**config.mk**
```make
export PLATFORM = sky130hd
export DESIGN_NAME = mah_host_top
export DESIGN_NICKNAME = d
export VERILOG_FILES = /design/src/core/mah_pkg.sv /design/src/core/mah_sync_if.sv /design/src/core/mah_host_top.sv /design/src/core/mah_pin_sync.sv
export SDC_FILE = /design/constraint.sdc
export NUM_CORES = 1
export LEC_CHECK = 0
export BUFFER_PORTS_ARGS = -buffer_cell sky130_fd_sc_hd__buf_2
export CORE_AREA = 2 2 76 114
export CTS_BUF_LIST = sky130_fd_sc_hd__clkbuf_8
export DETAILED_ROUTE_END_ITERATION = 16
export DIE_AREA = 0 0 78 116
export PLACE_DENSITY_LB_ADDON = 0.08
export SLEW_MARGIN = 10
export SYNTH_ARGS = -nofsm -noshare
export SYNTH_HDL_FRONTEND = slang
export SYNTH_SLANG_ARGS = --single-unit
```
**constraint.sdc**
```tcl
create_clock -name clk -period 2.4 [get_ports clk]
set_clock_uncertainty 0.2 [all_clocks]
set_input_delay 0.72 -clock clk [delete_from_list [all_inputs] [get_ports clk]]
set_output_delay 0.72 -clock clk [all_outputs]
set_load 0.05 [all_outputs]
```
**src/core/mah_pkg.sv**
```systemverilog
package mah_pkg;

  // ==========================================================
  // clock and timing
  localparam int CLK_PERIOD_PS = 50000;
  localparam int SYNC_STAGES   = 2;

  function automatic int ns_up(input int ns);
    int c;
    c = (ns * 1000 + CLK_PERIOD_PS - 1) / CLK_PERIOD_PS;
    return (c < 1) ? 1 : c;
  endfunction

  function automatic int ns_dn(input int ns);
    int c;
    c = (ns * 1000) / CLK_PERIOD_PS;
    return (c < 1) ? 1 : c;
  endfunction

  localparam int RD_GAP_NS     = 50;
  localparam int PIPE_MIN_NS   = 200;
  localparam int PIPE_MAX_NS   = 400;
  localparam int PIPE_RD_NS    = 300;
  localparam int WR_LOW_NS     = 100;
  localparam int INT_MAX_NS    = 520;
  localparam int FAST_RD_NS    = 350;
  localparam int RD_ACCESS_NS  = 100;
  localparam int THRU_NS       = 660;
  localparam int REDUCED_NS    = 705;

  localparam int GAP_CYC       = ns_up(RD_GAP_NS);
  localparam int PIPE_MIN_CYC  = ns_up(PIPE_MIN_NS);
  localparam int PIPE_MAX_CYC  = ns_dn(PIPE_MAX_NS);
  localparam int PIPE_CYC      = ns_up(PIPE_RD_NS);
  localparam int WR_CYC        = ns_up(WR_LOW_NS);
  localparam int INT_MAX_CYC   = ns_dn(INT_MAX_NS);
  localparam int FAST_CYC      = ns_up(FAST_RD_NS);
  localparam int RD_ACC_CYC    = ns_up(RD_ACCESS_NS) + SYNC_STAGES;
  localparam int THRU_CYC      = ns_up(THRU_NS);
  localparam int RED_CYC       = ns_up(REDUCED_NS) + SYNC_STAGES;
  localparam int TIMEOUT_CYC   = 64;
  localparam int DISCARD_READS = 2;

  // ==========================================================
  // register map
  localparam logic [3:0] ADR_CTRL   = 4'h0;
  localparam logic [3:0] ADR_STATUS = 4'h4;
  localparam logic [3:0] ADR_DATA   = 4'h8;

  localparam int CTRL_START_BIT = 0;
  localparam int CTRL_CHAN_BIT  = 1;
  localparam int CTRL_OP_LSB    = 2;
  localparam int ST_BUSY_BIT    = 0;
  localparam int ST_VALID_BIT   = 1;
  localparam int ST_KNOWN_BIT   = 2;
  localparam int ST_WAIT_BIT    = 3;
  localparam int ST_TMO_BIT     = 4;
  localparam int DATA_CHAN_BIT  = 8;

  localparam logic [2:0] OP_RD     = 3'h0;
  localparam logic [2:0] OP_PIPE   = 3'h1;
  localparam logic [2:0] OP_WRIRQ  = 3'h2;
  localparam logic [2:0] OP_WRFAST = 3'h3;
  localparam logic [2:0] OP_RED    = 3'h4;

  typedef enum logic [7:0] {
    ST_IDLE   = 8'h01,
    ST_SETUP  = 8'h02,
    ST_RDWAIT = 8'h04,
    ST_PIPE   = 8'h08,
    ST_WRLOW  = 8'h10,
    ST_WRWAIT = 8'h20,
    ST_RDLOW  = 8'h40,
    ST_GAP    = 8'h80
  } mah_state_e;

endpackage

```
**src/core/mah_sync_if.sv**
```systemverilog
`timescale 1ns/1ps
interface mah_sync_if;
  logic       done_n;
  logic       wait_n;
  logic [7:0] result;
  modport src (output done_n, output wait_n, output result);
  modport dst (input done_n, input wait_n, input result);
endinterface

```
**src/core/mah_host_top.sv**
```systemverilog
// Design decisions made here: the address map and the strobed register port.
`timescale 1ns/1ps
module mah_host_top
  import mah_pkg::*;
#(
  parameter int ADDR_W = 4
)(
  input  wire logic              clk,
  input  wire logic              rst_b,
  input  wire logic [ADDR_W-1:0] sw_addr,
  input  wire logic [31:0]       sw_wdata,
  input  wire logic              sw_wr,
  input  wire logic              sw_rd,
  output logic      [31:0]       sw_rdata,
  output logic                   cs_n,
  output logic                   rd_n,
  output logic                   wr_n,
  output logic                   channel_select,
  output logic                   interface_mode,
  input  wire logic              conversion_done_n,
  input  wire logic              host_wait_n,
  input  wire logic [7:0]        result_bus
);

  // ==========================================================
  // reset release
  logic rst_m_r;
  logic rst_sync_b;

  always_ff @(posedge clk or negedge rst_b) begin
    if (!rst_b) begin
      rst_m_r    <= 1'b0;
      rst_sync_b <= 1'b0;
    end else begin
      rst_m_r    <= 1'b1;
      rst_sync_b <= rst_m_r;
    end
  end

  // ==========================================================
  // pin synchroniser
  mah_sync_if sync ();

  mah_pin_sync u_sync (
    .clk        (clk),
    .rst_sync_b (rst_sync_b),
    .done_pin_n (conversion_done_n),
    .wait_pin_n (host_wait_n),
    .result_pin (result_bus),
    .sync       (sync.src)
  );

  // ==========================================================
  // state
  mah_state_e  state_r;
  mah_state_e  state_nxt;
  logic [7:0]  cnt_r;
  logic [7:0]  cnt_nxt;
  logic [7:0]  per_cnt_r;
  logic [2:0]  op_r;
  logic [2:0]  cfg_op_r;
  logic        cfg_chan_r;
  logic        start_pend_r;
  logic        valid_r;
  logic        tmo_r;
  logic        known_r;
  logic        first_done_r;
  logic [1:0]  discard_r;
  logic [7:0]  data_r;
  logic        data_chan_r;
  logic        cap_r;
  logic        cs_n_nxt;
  logic        rd_n_nxt;
  logic        wr_n_nxt;

  wire wr_ctrl    = sw_wr && (sw_addr == ADR_CTRL);
  wire wr_status  = sw_wr && (sw_addr == ADR_STATUS);
  wire rd_data    = sw_rd && (sw_addr == ADR_DATA);
  wire idle       = (state_r == ST_IDLE);
  wire period_ok  = (per_cnt_r == 8'h00);
  wire cnt_last   = (cnt_r == 8'h01);
  wire reduced    = (cfg_op_r == OP_RED);
  // pins tie low only once the mode pin already shows write-then-read
  wire tied       = reduced && interface_mode;
  wire accept     = idle && start_pend_r && period_ok;
  wire done_seen  = !sync.done_n;
  // a done level left low by the last conversion needs the sync depth to flush
  wire done_ok    = done_seen && (cnt_r <= 8'(TIMEOUT_CYC - SYNC_STAGES));
  wire timed_out  = cnt_last && ((state_r == ST_RDWAIT) ||
                    ((state_r == ST_WRWAIT) && (op_r == OP_WRIRQ)));
  wire capture    = ((state_r == ST_RDWAIT) && (done_ok || cnt_last)) ||
                    ((state_r == ST_PIPE) && cnt_last) ||
                    ((state_r == ST_RDLOW) && cnt_last) ||
                    ((state_r == ST_WRWAIT) && (op_r == OP_RED) && cnt_last);
  wire discard    = (op_r == OP_PIPE) && (discard_r != 2'(DISCARD_READS));
  wire keep       = capture && !discard;

  // ==========================================================
  // sequencer
  always_comb begin
    state_nxt = state_r;
    cnt_nxt   = (cnt_r == 8'h00) ? 8'h00 : cnt_r - 8'h01;
    cs_n_nxt  = cs_n;
    rd_n_nxt  = rd_n;
    wr_n_nxt  = wr_n;
    unique case (state_r)
      ST_IDLE: begin
        cs_n_nxt = !tied;
        rd_n_nxt = !tied;
        wr_n_nxt = 1'b1;
        if (accept) begin
          cs_n_nxt  = 1'b0;
          state_nxt = ST_SETUP;
        end
      end
      ST_SETUP: begin
        if (op_r == OP_RD) begin
          rd_n_nxt  = 1'b0;
          cnt_nxt   = 8'(TIMEOUT_CYC);
          state_nxt = ST_RDWAIT;
        end else if (op_r == OP_PIPE) begin
          rd_n_nxt  = 1'b0;
          cnt_nxt   = 8'(PIPE_CYC);
          state_nxt = ST_PIPE;
        end else begin
          wr_n_nxt  = 1'b0;
          cnt_nxt   = 8'(WR_CYC);
          state_nxt = ST_WRLOW;
        end
      end
      ST_RDWAIT: begin
        if (done_ok || cnt_last) begin
          rd_n_nxt  = 1'b1;
          cs_n_nxt  = 1'b1;
          cnt_nxt   = 8'(GAP_CYC);
          state_nxt = ST_GAP;
        end
      end
      ST_PIPE: begin
        if (cnt_last) begin
          rd_n_nxt  = 1'b1;
          cs_n_nxt  = 1'b1;
          cnt_nxt   = 8'(GAP_CYC);
          state_nxt = ST_GAP;
        end
      end
      ST_WRLOW: begin
        if (cnt_last) begin
          wr_n_nxt  = 1'b1;
          state_nxt = ST_WRWAIT;
          unique case (op_r)
            OP_WRIRQ:  cnt_nxt = 8'(TIMEOUT_CYC);
            OP_WRFAST: cnt_nxt = 8'(FAST_CYC);
            default:   cnt_nxt = 8'(RED_CYC);
          endcase
        end
      end
      ST_WRWAIT: begin
        if (op_r == OP_RED) begin
          if (cnt_last) begin
            cnt_nxt   = 8'(GAP_CYC);
            state_nxt = ST_GAP;
          end
        end else if (cnt_last || ((op_r == OP_WRIRQ) && done_seen)) begin
          rd_n_nxt  = 1'b0;
          cnt_nxt   = 8'(RD_ACC_CYC);
          state_nxt = ST_RDLOW;
        end
      end
      ST_RDLOW: begin
        if (cnt_last) begin
          rd_n_nxt  = 1'b1;
          cs_n_nxt  = 1'b1;
          cnt_nxt   = 8'(GAP_CYC);
          state_nxt = ST_GAP;
        end
      end
      ST_GAP: begin
        if (cnt_last) begin
          state_nxt = ST_IDLE;
        end
      end
      default: begin
        state_nxt = ST_IDLE;
      end
    endcase
  end

  always_ff @(posedge clk or negedge rst_sync_b) begin
    if (!rst_sync_b) begin
      state_r <= ST_IDLE;
      cnt_r   <= 8'h00;
      cs_n    <= 1'b1;
      rd_n    <= 1'b1;
      wr_n    <= 1'b1;
    end else begin
      state_r <= state_nxt;
      cnt_r   <= cnt_nxt;
      cs_n    <= cs_n_nxt;
      rd_n    <= rd_n_nxt;
      wr_n    <= wr_n_nxt;
    end
  end

  // ==========================================================
  // conversion spacing, channel and mode pins
  always_ff @(posedge clk or negedge rst_sync_b) begin
    if (!rst_sync_b) begin
      per_cnt_r      <= 8'h00;
      op_r           <= OP_RD;
      channel_select <= 1'b0;
      interface_mode <= 1'b0;
    end else begin
      if (state_r == ST_SETUP)
        per_cnt_r <= 8'(THRU_CYC);
      else if (!period_ok)
        per_cnt_r <= per_cnt_r - 8'h01;
      if (accept) begin
        op_r           <= cfg_op_r;
        channel_select <= cfg_chan_r;
      end
      // mode pin only moves between conversions, a static level to the converter
      if (idle && !start_pend_r)
        interface_mode <= (cfg_op_r >= OP_WRIRQ);
    end
  end

  // ==========================================================
  // result capture
  always_ff @(posedge clk or negedge rst_sync_b) begin
    if (!rst_sync_b) begin
      data_r       <= 8'h00;
      data_chan_r  <= 1'b0;
      known_r      <= 1'b0;
      first_done_r <= 1'b0;
      discard_r    <= 2'h0;
      cap_r        <= 1'b0;
    end else begin
      cap_r <= capture;
      if (capture && discard)
        discard_r <= discard_r + 2'h1;
      if (keep) begin
        data_r       <= sync.result;
        data_chan_r  <= channel_select;
        known_r      <= first_done_r;
        first_done_r <= 1'b1;
      end
    end
  end

  // ==========================================================
  // software registers
  always_ff @(posedge clk or negedge rst_sync_b) begin
    if (!rst_sync_b) begin
      cfg_op_r     <= OP_RD;
      cfg_chan_r   <= 1'b0;
      start_pend_r <= 1'b0;
      valid_r      <= 1'b0;
      tmo_r        <= 1'b0;
      sw_rdata     <= 32'h0000_0000;
    end else begin
      if (wr_ctrl) begin
        cfg_chan_r <= sw_wdata[CTRL_CHAN_BIT];
        cfg_op_r   <= sw_wdata[CTRL_OP_LSB +: 3];
      end
      // a new start that lands in the accept cycle stays pending
      if (wr_ctrl && sw_wdata[CTRL_START_BIT])
        start_pend_r <= 1'b1;
      else if (accept)
        start_pend_r <= 1'b0;
      if (keep)
        valid_r <= 1'b1;
      else if (rd_data)
        valid_r <= 1'b0;
      if (timed_out)
        tmo_r <= 1'b1;
      else if (wr_status && sw_wdata[ST_TMO_BIT])
        tmo_r <= 1'b0;
      sw_rdata <= 32'h0000_0000;
      if (sw_rd) begin
        unique case (sw_addr)
          ADR_CTRL:   sw_rdata <= {27'h0, cfg_op_r, cfg_chan_r, start_pend_r};
          ADR_STATUS: sw_rdata <= {27'h0, tmo_r, sync.wait_n, known_r, valid_r, !idle};
          ADR_DATA:   sw_rdata <= {23'h0, data_chan_r, data_r};
          default:    sw_rdata <= 32'h0000_0000;
        endcase
      end
    end
  end
endmodule

```
**src/core/mah_pin_sync.sv**
```systemverilog
`timescale 1ns/1ps
module mah_pin_sync
  import mah_pkg::*;
(
  input  wire logic       clk,
  input  wire logic       rst_sync_b,
  input  wire logic       done_pin_n,
  input  wire logic       wait_pin_n,
  input  wire logic [7:0] result_pin,
  mah_sync_if.src         sync
);

  // ==========================================================
  // two-stage synchroniser, first stage read only by the second
  logic [9:0] stage1_r;
  logic [9:0] stage2_r;

  always_ff @(posedge clk or negedge rst_sync_b) begin
    if (!rst_sync_b) begin
      stage1_r <= 10'h300;
      stage2_r <= 10'h300;
    end else begin
      stage1_r <= {done_pin_n, wait_pin_n, result_pin};
      stage2_r <= stage1_r;
    end
  end

  assign sync.done_n = stage2_r[9];
  assign sync.wait_n = stage2_r[8];
  assign sync.result = stage2_r[7:0];

endmodule

```
* Word-level counts from Yosys, hierarchy flattened
Index checks and enable logic that the tools add are counted.
** Storage, ports and cells
- Input port bits :: 50
- Word-level logic and storage cells :: 147
- Flip-flop bits (word level) :: 106
** Cells by class
- Equal/unequal tests :: 29
- Mux-type cells :: 42
- Reductions and logical operators :: 47
- $lt $le $gt $ge :: 2
- Add/subtract/negate cells :: 3
** Operators with widths (number)
- 8-bit 2-to-1 mux :: 15
- 8-bit case mux with 7 select lines :: 1
- 8-bit case mux with 5 select lines :: 1
- 9-bit case mux with 3 select lines :: 1
- 1-bit logical AND :: 21
- 8-bit by 1-bit == test with 1-bit output (second input constant) :: 2
- 8-bit logical NOT :: 2
- 8-bit by 1-bit subtractor with 8-bit output (second input constant) :: 2
- 1-bit 2-to-1 mux :: 15
- 7-bit case mux with 2 select lines :: 1
- 2-bit inequality test (second input constant) :: 6
- 5-bit 2-to-1 mux :: 2
- 2-bit by 1-bit inequality test with 1-bit output (second input constant) :: 5
- 9-bit 2-to-1 mux :: 1
- 8-bit by 2-bit == test with 1-bit output (second input constant) :: 1
- 8-bit by 3-bit == test with 1-bit output (second input constant) :: 1
- 8-bit by 4-bit == test with 1-bit output (second input constant) :: 1
- 8-bit by 5-bit == test with 1-bit output (second input constant) :: 1
- 8-bit by 6-bit == test with 1-bit output (second input constant) :: 1
- 8-bit by 7-bit == test with 1-bit output (second input constant) :: 1
- 8-bit == test (second input constant) :: 1
- 8-bit by 6-bit <= comparator with 1-bit output (second input constant) :: 1
- 7-bit 2-to-1 mux :: 1
- 3-bit by 2-bit == test with 1-bit output (second input constant) :: 2
- 23 further kinds :: 37

* Longest topological paths before layout
- Depth in word-level cells :: 9
- Gate-level depth with buffers :: 8
- Mapped depth without buffers :: 8

* Cells and area by module
Synthesis repeated with hierarchy kept, for this count alone.
** Second synthesis, totals
- Cells, all modules :: 373
- Area total of the unflattened synthesis :: 4010.1 um^2
** Modules (own cells, without submodules)
- mah_host_top :: area each 3504.6 um^2, times used 1, cells an instance 353, sequential area each 1581.5 um^2
- mah_pin_sync :: area each 505.5 um^2, times used 1, cells an instance 20, sequential area each 505.5 um^2

* Worst setup path after synthesis
Ideal clock, no wire load.
- Path kind :: reg2reg
- Start :: reg per_cnt_r[0]
- End :: reg start_pend_r
- Cell stages (with the launch flop) :: 8
- Data required time :: 2060 ps
- Slack :: 109 ps
- Buffers on the path :: 0
- Data arrival time :: 1951 ps
- Period minus slack after synthesis :: 2291 ps
- Path through :: dfrtp_1 inv_1 ha_1 or3b_2 nor3_1 nand2_1 nor3_1 o22ai_1
** On the way
- Cells in the longest elaborated chain, start to end :: 3
** Ends and longest elaborated chain
- start: declaration :: RTL line mah_host_top.sv:59 : logic [7:0] per_cnt_r;
- start signal: assignment :: RTL line mah_host_top.sv:215 : per_cnt_r <= 8'(THRU_CYC);
- start signal: assignment :: RTL line mah_host_top.sv:217 : per_cnt_r <= per_cnt_r - 8'h01;
- 8-bit logical NOT :: RTL line mah_host_top.sv:80 : wire period_ok = (per_cnt_r == 8'h00);
- 1-bit logical AND :: RTL line mah_host_top.sv:85 : wire accept = idle && start_pend_r && period_ok;
- 2-bit nonzero test (no source line)
- end signal: assignment :: RTL line mah_host_top.sv:257 : start_pend_r <= 1'b0;
- end signal: assignment :: RTL line mah_host_top.sv:268 : start_pend_r <= 1'b1;
- end signal: assignment :: RTL line mah_host_top.sv:270 : start_pend_r <= 1'b0;
- end: declaration :: RTL line mah_host_top.sv:63 : logic start_pend_r;
No other way between the ends.
A chain may end at the register's enable or synchronous reset.

* Worst setup path after layout
- Start :: reg cnt_r[3]
- End :: reg rd_n
** On the way
- Cells in the longest elaborated chain, start to end :: 5
- Elaborated cells on any way between the ends :: 9
- Classes of those cells :: order compare: 1; eq/ne: 4; reduce/logical: 4
** Ends and longest elaborated chain
- start: declaration :: RTL line mah_host_top.sv:57 : logic [7:0] cnt_r;
- start signal: assignment :: RTL line mah_host_top.sv:198 : cnt_r <= cnt_nxt;
- 8-bit by 6-bit <= comparator with 1-bit output :: RTL line mah_host_top.sv:88 : wire done_ok = done_seen && (cnt_r <= 8'(TIMEOUT_CYC - SYNC_STAGES));
- 1-bit logical AND :: RTL line mah_host_top.sv:88
- 1-bit logical OR :: RTL line mah_host_top.sv:132 : if (done_ok || cnt_last) begin
- 2-bit by 1-bit inequality test with 1-bit output (no source line)
- 6-bit AND reduction (no source line) (*)
- end signal: assignment :: RTL line mah_host_top.sv:200 : rd_n <= rd_n_nxt;
- end: declaration :: RTL line mah_host_top.sv:16 : output logic rd_n,
Every way passes the cells marked *; elsewhere a longest branch is shown, timed or not.

==> reports/results.txt <==
The placement row count is 40. The logs give 2945 for the via count of the routed design and 62 for the number of different library cells in the post-synthesis netlist. The pre-antenna-repair detailed-routing pass consisted of 4 iterations. Count of endpoints failing setup in the final report: 0.

Clock latency on the worst-skew pair, taken at its later pin, is 360 ps. The proportion of netlist area held by the largest area contributor was 47.0%; the transition time of the tightest slew-check pin was 653 ps. Measured in cells, the most critical reg-to-reg path has a length of 5. Global routing used 21.3% of the available tracks across all layers. The largest area contributor in the netlist is sky130_fd_sc_hd__dfrtp_1. Final estimated routing congestion in global placement: 0.877. Walking the worst path, the cells encountered are nor4_4 -> and3_2 -> o21ai_1 -> nor4_1 -> mux2_2. At the worst endpoint, the required time is 2500 ps. The tool flagged a number of max-cap violations equal to 0. After the last flow step, the layout net total stands at 521. The die boundary height is 116 microns. For hold timing, the worst endpoint is u_sync.stage2_r[0]. The run gives 9 as the number of buffers added by the clock tree synthesis step.

Count of buffers from port buffering: 36. The number of global-route vias before repair was 2992. The worst setup path is launched from a flop. The tools report the count of routing violations after the opening detailed-route iteration as 149. From left edge to right edge, the die measures 78 microns. In this run the clock root is driven by a sky130_fd_sc_hd__clkbuf_8.

For flop-to-flop paths, the worst setup slack is 80 ps. The hold path startpoint is u_sync.stage1_r[0]. The path class of the tightest hold or removal check is reg2reg. The tools report the setup TNS as 0 ps. Sorting the synthesized cells by area gives the leading types as sky130_fd_sc_hd__dfrtp_1 (47%), sky130_fd_sc_hd__dfstp_2 (5.3%), sky130_fd_sc_hd__buf_4 (4.3%). TritonCTS built the clock tree.

In this run the cell area of the synthesized design comes to 4000 sq um. Sequential cells were found to cover 52.2% of the synthesized design area. For the final count of hold timing violations, the log shows 0. The count of unresolved DRC violations after routing was 0; the static power due to leakage was 2.33 nW.

The worst-case IR drop observed on VDD is 541 uV. STA classifies the critical path endpoint as a flop. The number of placed I/O pins is 87. In the synthesized netlist the dominant register cell turns out to be sky130_fd_sc_hd__dfrtp_1. The clock-pin transition on the worst setup and hold timing paths was 80 ps. The depth of the CTS H-tree is 3. The tools report the core outline area as 8010 sq um. The max-slew headroom at the worst pin is 56.5%, and the via density per instance is 5.12.

The count of flip-flops with a built-in enable after synthesis works out to 0. The worst register-to-register path ends at rd_n. The run finished with clean final reports. The repair_antennas step left the layout with diodes totalling 0.

After detailed routing, the total wire length is 8800 microns. The first global-routing pass estimated 14700 microns of wire. Counting both buffers and inverters, the worst setup path holds a total of 0. The clock period minus worst slack came out at 2320 ps. After global routing the overflow that remains totals 0. The initial antenna violation count was 0; the total of warnings raised by yosys was 0. The final count of pins violating max slew was 0; the die area was 9050 sq um.

In this design, the stage delay of the slowest critical-path cell is 420 ps. In this run the critical register-to-register path is launched from cnt_r[3]. The async set-or-reset flop fraction in the synthesized netlist is 100%, and the synthesized area per cell is 10.7 sq um. The wire-length estimate of the detail-placed layout is 6620 microns.

The critical path class is reg2reg. Entering global routing, the biggest net connects 51 pins. The run gives 2 as the maximum buffer depth of the clock tree. The share of the clock period used by the worst path came out at 96.8%. The instance count along the most critical hold path works out to 0.

The share of post-route cells with drive strength above 1 is 32.6%, and the hold slack is 153 ps. The number of synthesized register bits is 83, and the post-synthesis to final-layout area growth is 21.2%. Gate family responsible for the most delay along the worst path: simple AND/OR/NAND/NOR gates. The number of nets with antenna violations after routing was 0; the total number of clock tree sinks was 83. The critical path's slowest cell was sky130_fd_sc_hd__dfrtp_1.

The starting utilization of the core area is 49.9%, and the routed wire length per instance is 15.3 microns. Along the worst path, the maximum fanout reaches 8. The signal arrival time at the worst endpoint is 2420 ps.

For this run, the top clock speed supported by timing is 430 MHz. The areal power density over the cells works out to 878 nW/um^2. The run gives 374 as the gate count after technology mapping.
## cells by family (layout without fill, tap and decap cells)
group	after synthesis	in the layout	share of synthesized area (%)
simple gates	149	149	20.4
flops	83	83	52.2
compound gates	52	52	8.61
buf+inv	45	119	6.64
mux	23	23	6.98
xor+xnor	14	14	3.07
fa+ha+maj	6	6	1.88
other cells	2	24	0.188
## power by group
group | internal [mW] | total, mW | switching (mW) | leakage (nW)
registers | 1.65 | 1.91 | 0.262 | 1.04
logic | 0.587 | 1.34 | 0.754 | 1.19
clock network | 0.478 | 0.999 | 0.521 | 0.0931
## worst register-to-register path, cell delays in order, from the launching register on
cell	delay, ps
sky130_fd_sc_hd__dfrtp_1	420
sky130_fd_sc_hd__nor4_4	420
sky130_fd_sc_hd__and3_2	350
sky130_fd_sc_hd__o21ai_1	140
sky130_fd_sc_hd__nor4_1	350
sky130_fd_sc_hd__mux2_2	370
## cells in the final DEF, fill, tap and decap left out, types with 3 or more instances in the layout
cell and instances:
sky130_fd_sc_hd__inv_1 12, sky130_fd_sc_hd__nand4_1 3, sky130_fd_sc_hd__xnor2_1 9, sky130_fd_sc_hd__nand2_1 29, sky130_fd_sc_hd__nor2b_1 5, sky130_fd_sc_hd__nand3_1 9, sky130_fd_sc_hd__o211ai_1 3, sky130_fd_sc_hd__a21oi_1 12
sky130_fd_sc_hd__xor2_1 5, sky130_fd_sc_hd__buf_2 36, sky130_fd_sc_hd__clkbuf_8 9, sky130_fd_sc_hd__o21ai_0 10, sky130_fd_sc_hd__mux2_4 8, sky130_fd_sc_hd__buf_4 54, sky130_fd_sc_hd__ha_1 6, sky130_fd_sc_hd__nor2_1 42
sky130_fd_sc_hd__o22ai_1 4, sky130_fd_sc_hd__nor3_1 15, sky130_fd_sc_hd__and2_1 5, sky130_fd_sc_hd__nand2b_1 8, sky130_fd_sc_hd__conb_1 24, sky130_fd_sc_hd__dfstp_2 8, sky130_fd_sc_hd__dfrtp_1 74, sky130_fd_sc_hd__clkinvlp_4 3
sky130_fd_sc_hd__mux2i_1 8, sky130_fd_sc_hd__and3_1 3, sky130_fd_sc_hd__o31ai_1 3, sky130_fd_sc_hd__mux2_2 7
## layout make-up
type / instances / area, sq um
multi-input combinational: 268 / 1770
tap: 105 / 131
timing repair buffer: 92 / 616
sequential: 83 / 2090
clock buffer: 9 / 124
fill: 705 / 3170
clock inverter: 7 / 70.1
inverter: 11 / 41.3
## per-stage QoR
step                      util, %  instances  total power [mW]  worst slack [ps]  cell area (sq um)
final                        60.5        575              4.25              76.5               4840
after global routing         60.5        575              4.53            -0.535               4840
after CTS                    59.8        573              4.26              7.65               4790
after detailed placement     57.1        555              3.24             -34.9               4570
after global placement       57.1        555              3.21             -40.9               4570
after floorplan                 -        396              2.81               109               4080
## metal layers
metal | GRT usage (%) | vias up | wire (microns)
li1 | - | 1424 | -
met1 | 23.8 | 1426 | 3510
met2 | 38.9 | 76 | 4710
met3 | 4.75 | 19 | 315
met4 | 9.36 | 0 | 266
met5 | 0 | - | 0
## Yosys cell counts, drive strengths merged (4+ instances only)
library cell and n:
a21oi 12, and2 6, and3 4, buf 26
clkbuf 8, dfrtp 75, dfstp 8, ha 6
inv 11, mux2 15, mux2i 8, nand2 30
nand2b 8, nand3 12, nor2 42, nor2b 5
nor3 17, nor4 5, o21ai 12, o22ai 5
o31ai 4, xnor2 9, xor2 5
## worst max-delay path by stage
stage	start	endpoint	slack, ps	cells after the start
6_report	cnt_r[3]	rd_n	80	5
5_1_grt	per_cnt_r[0]	per_cnt_r[7]	-0.5	9
4_1_cts	per_cnt_r[0]	state_r[6]	8	8
3_5_place_dp	per_cnt_r[0]	state_r[6]	-30	8
3_3_place_gp	per_cnt_r[0]	state_r[6]	-40	8
2_1_floorplan	per_cnt_r[0]	start_pend_r	110	7
## timing repair
item                       4_1_cts  5_1_grt
pin swaps                        1        3
setup buffers                    1        2
hold buffers                     1        0
setup endpoints to repair        1       25
hold endpoints to repair         2        0
gates cloned                     0        0
gates resized for setup          1        8
## state kept, by name, summed over array words and instances (netlist names), 2 cells and up
| signal | flops |
|---|---|
| data_r | 8 |
| state_r | 8 |
| u_sync.stage2_r | 10 |
| cfg_op_r | 3 |
| u_sync.stage1_r | 10 |
| sw_rdata | 9 |
| discard_r | 2 |
| per_cnt_r | 8 |
| op_r | 3 |
| cnt_r | 8 |
No activity file was read; power rests on OpenSTA's default activity.
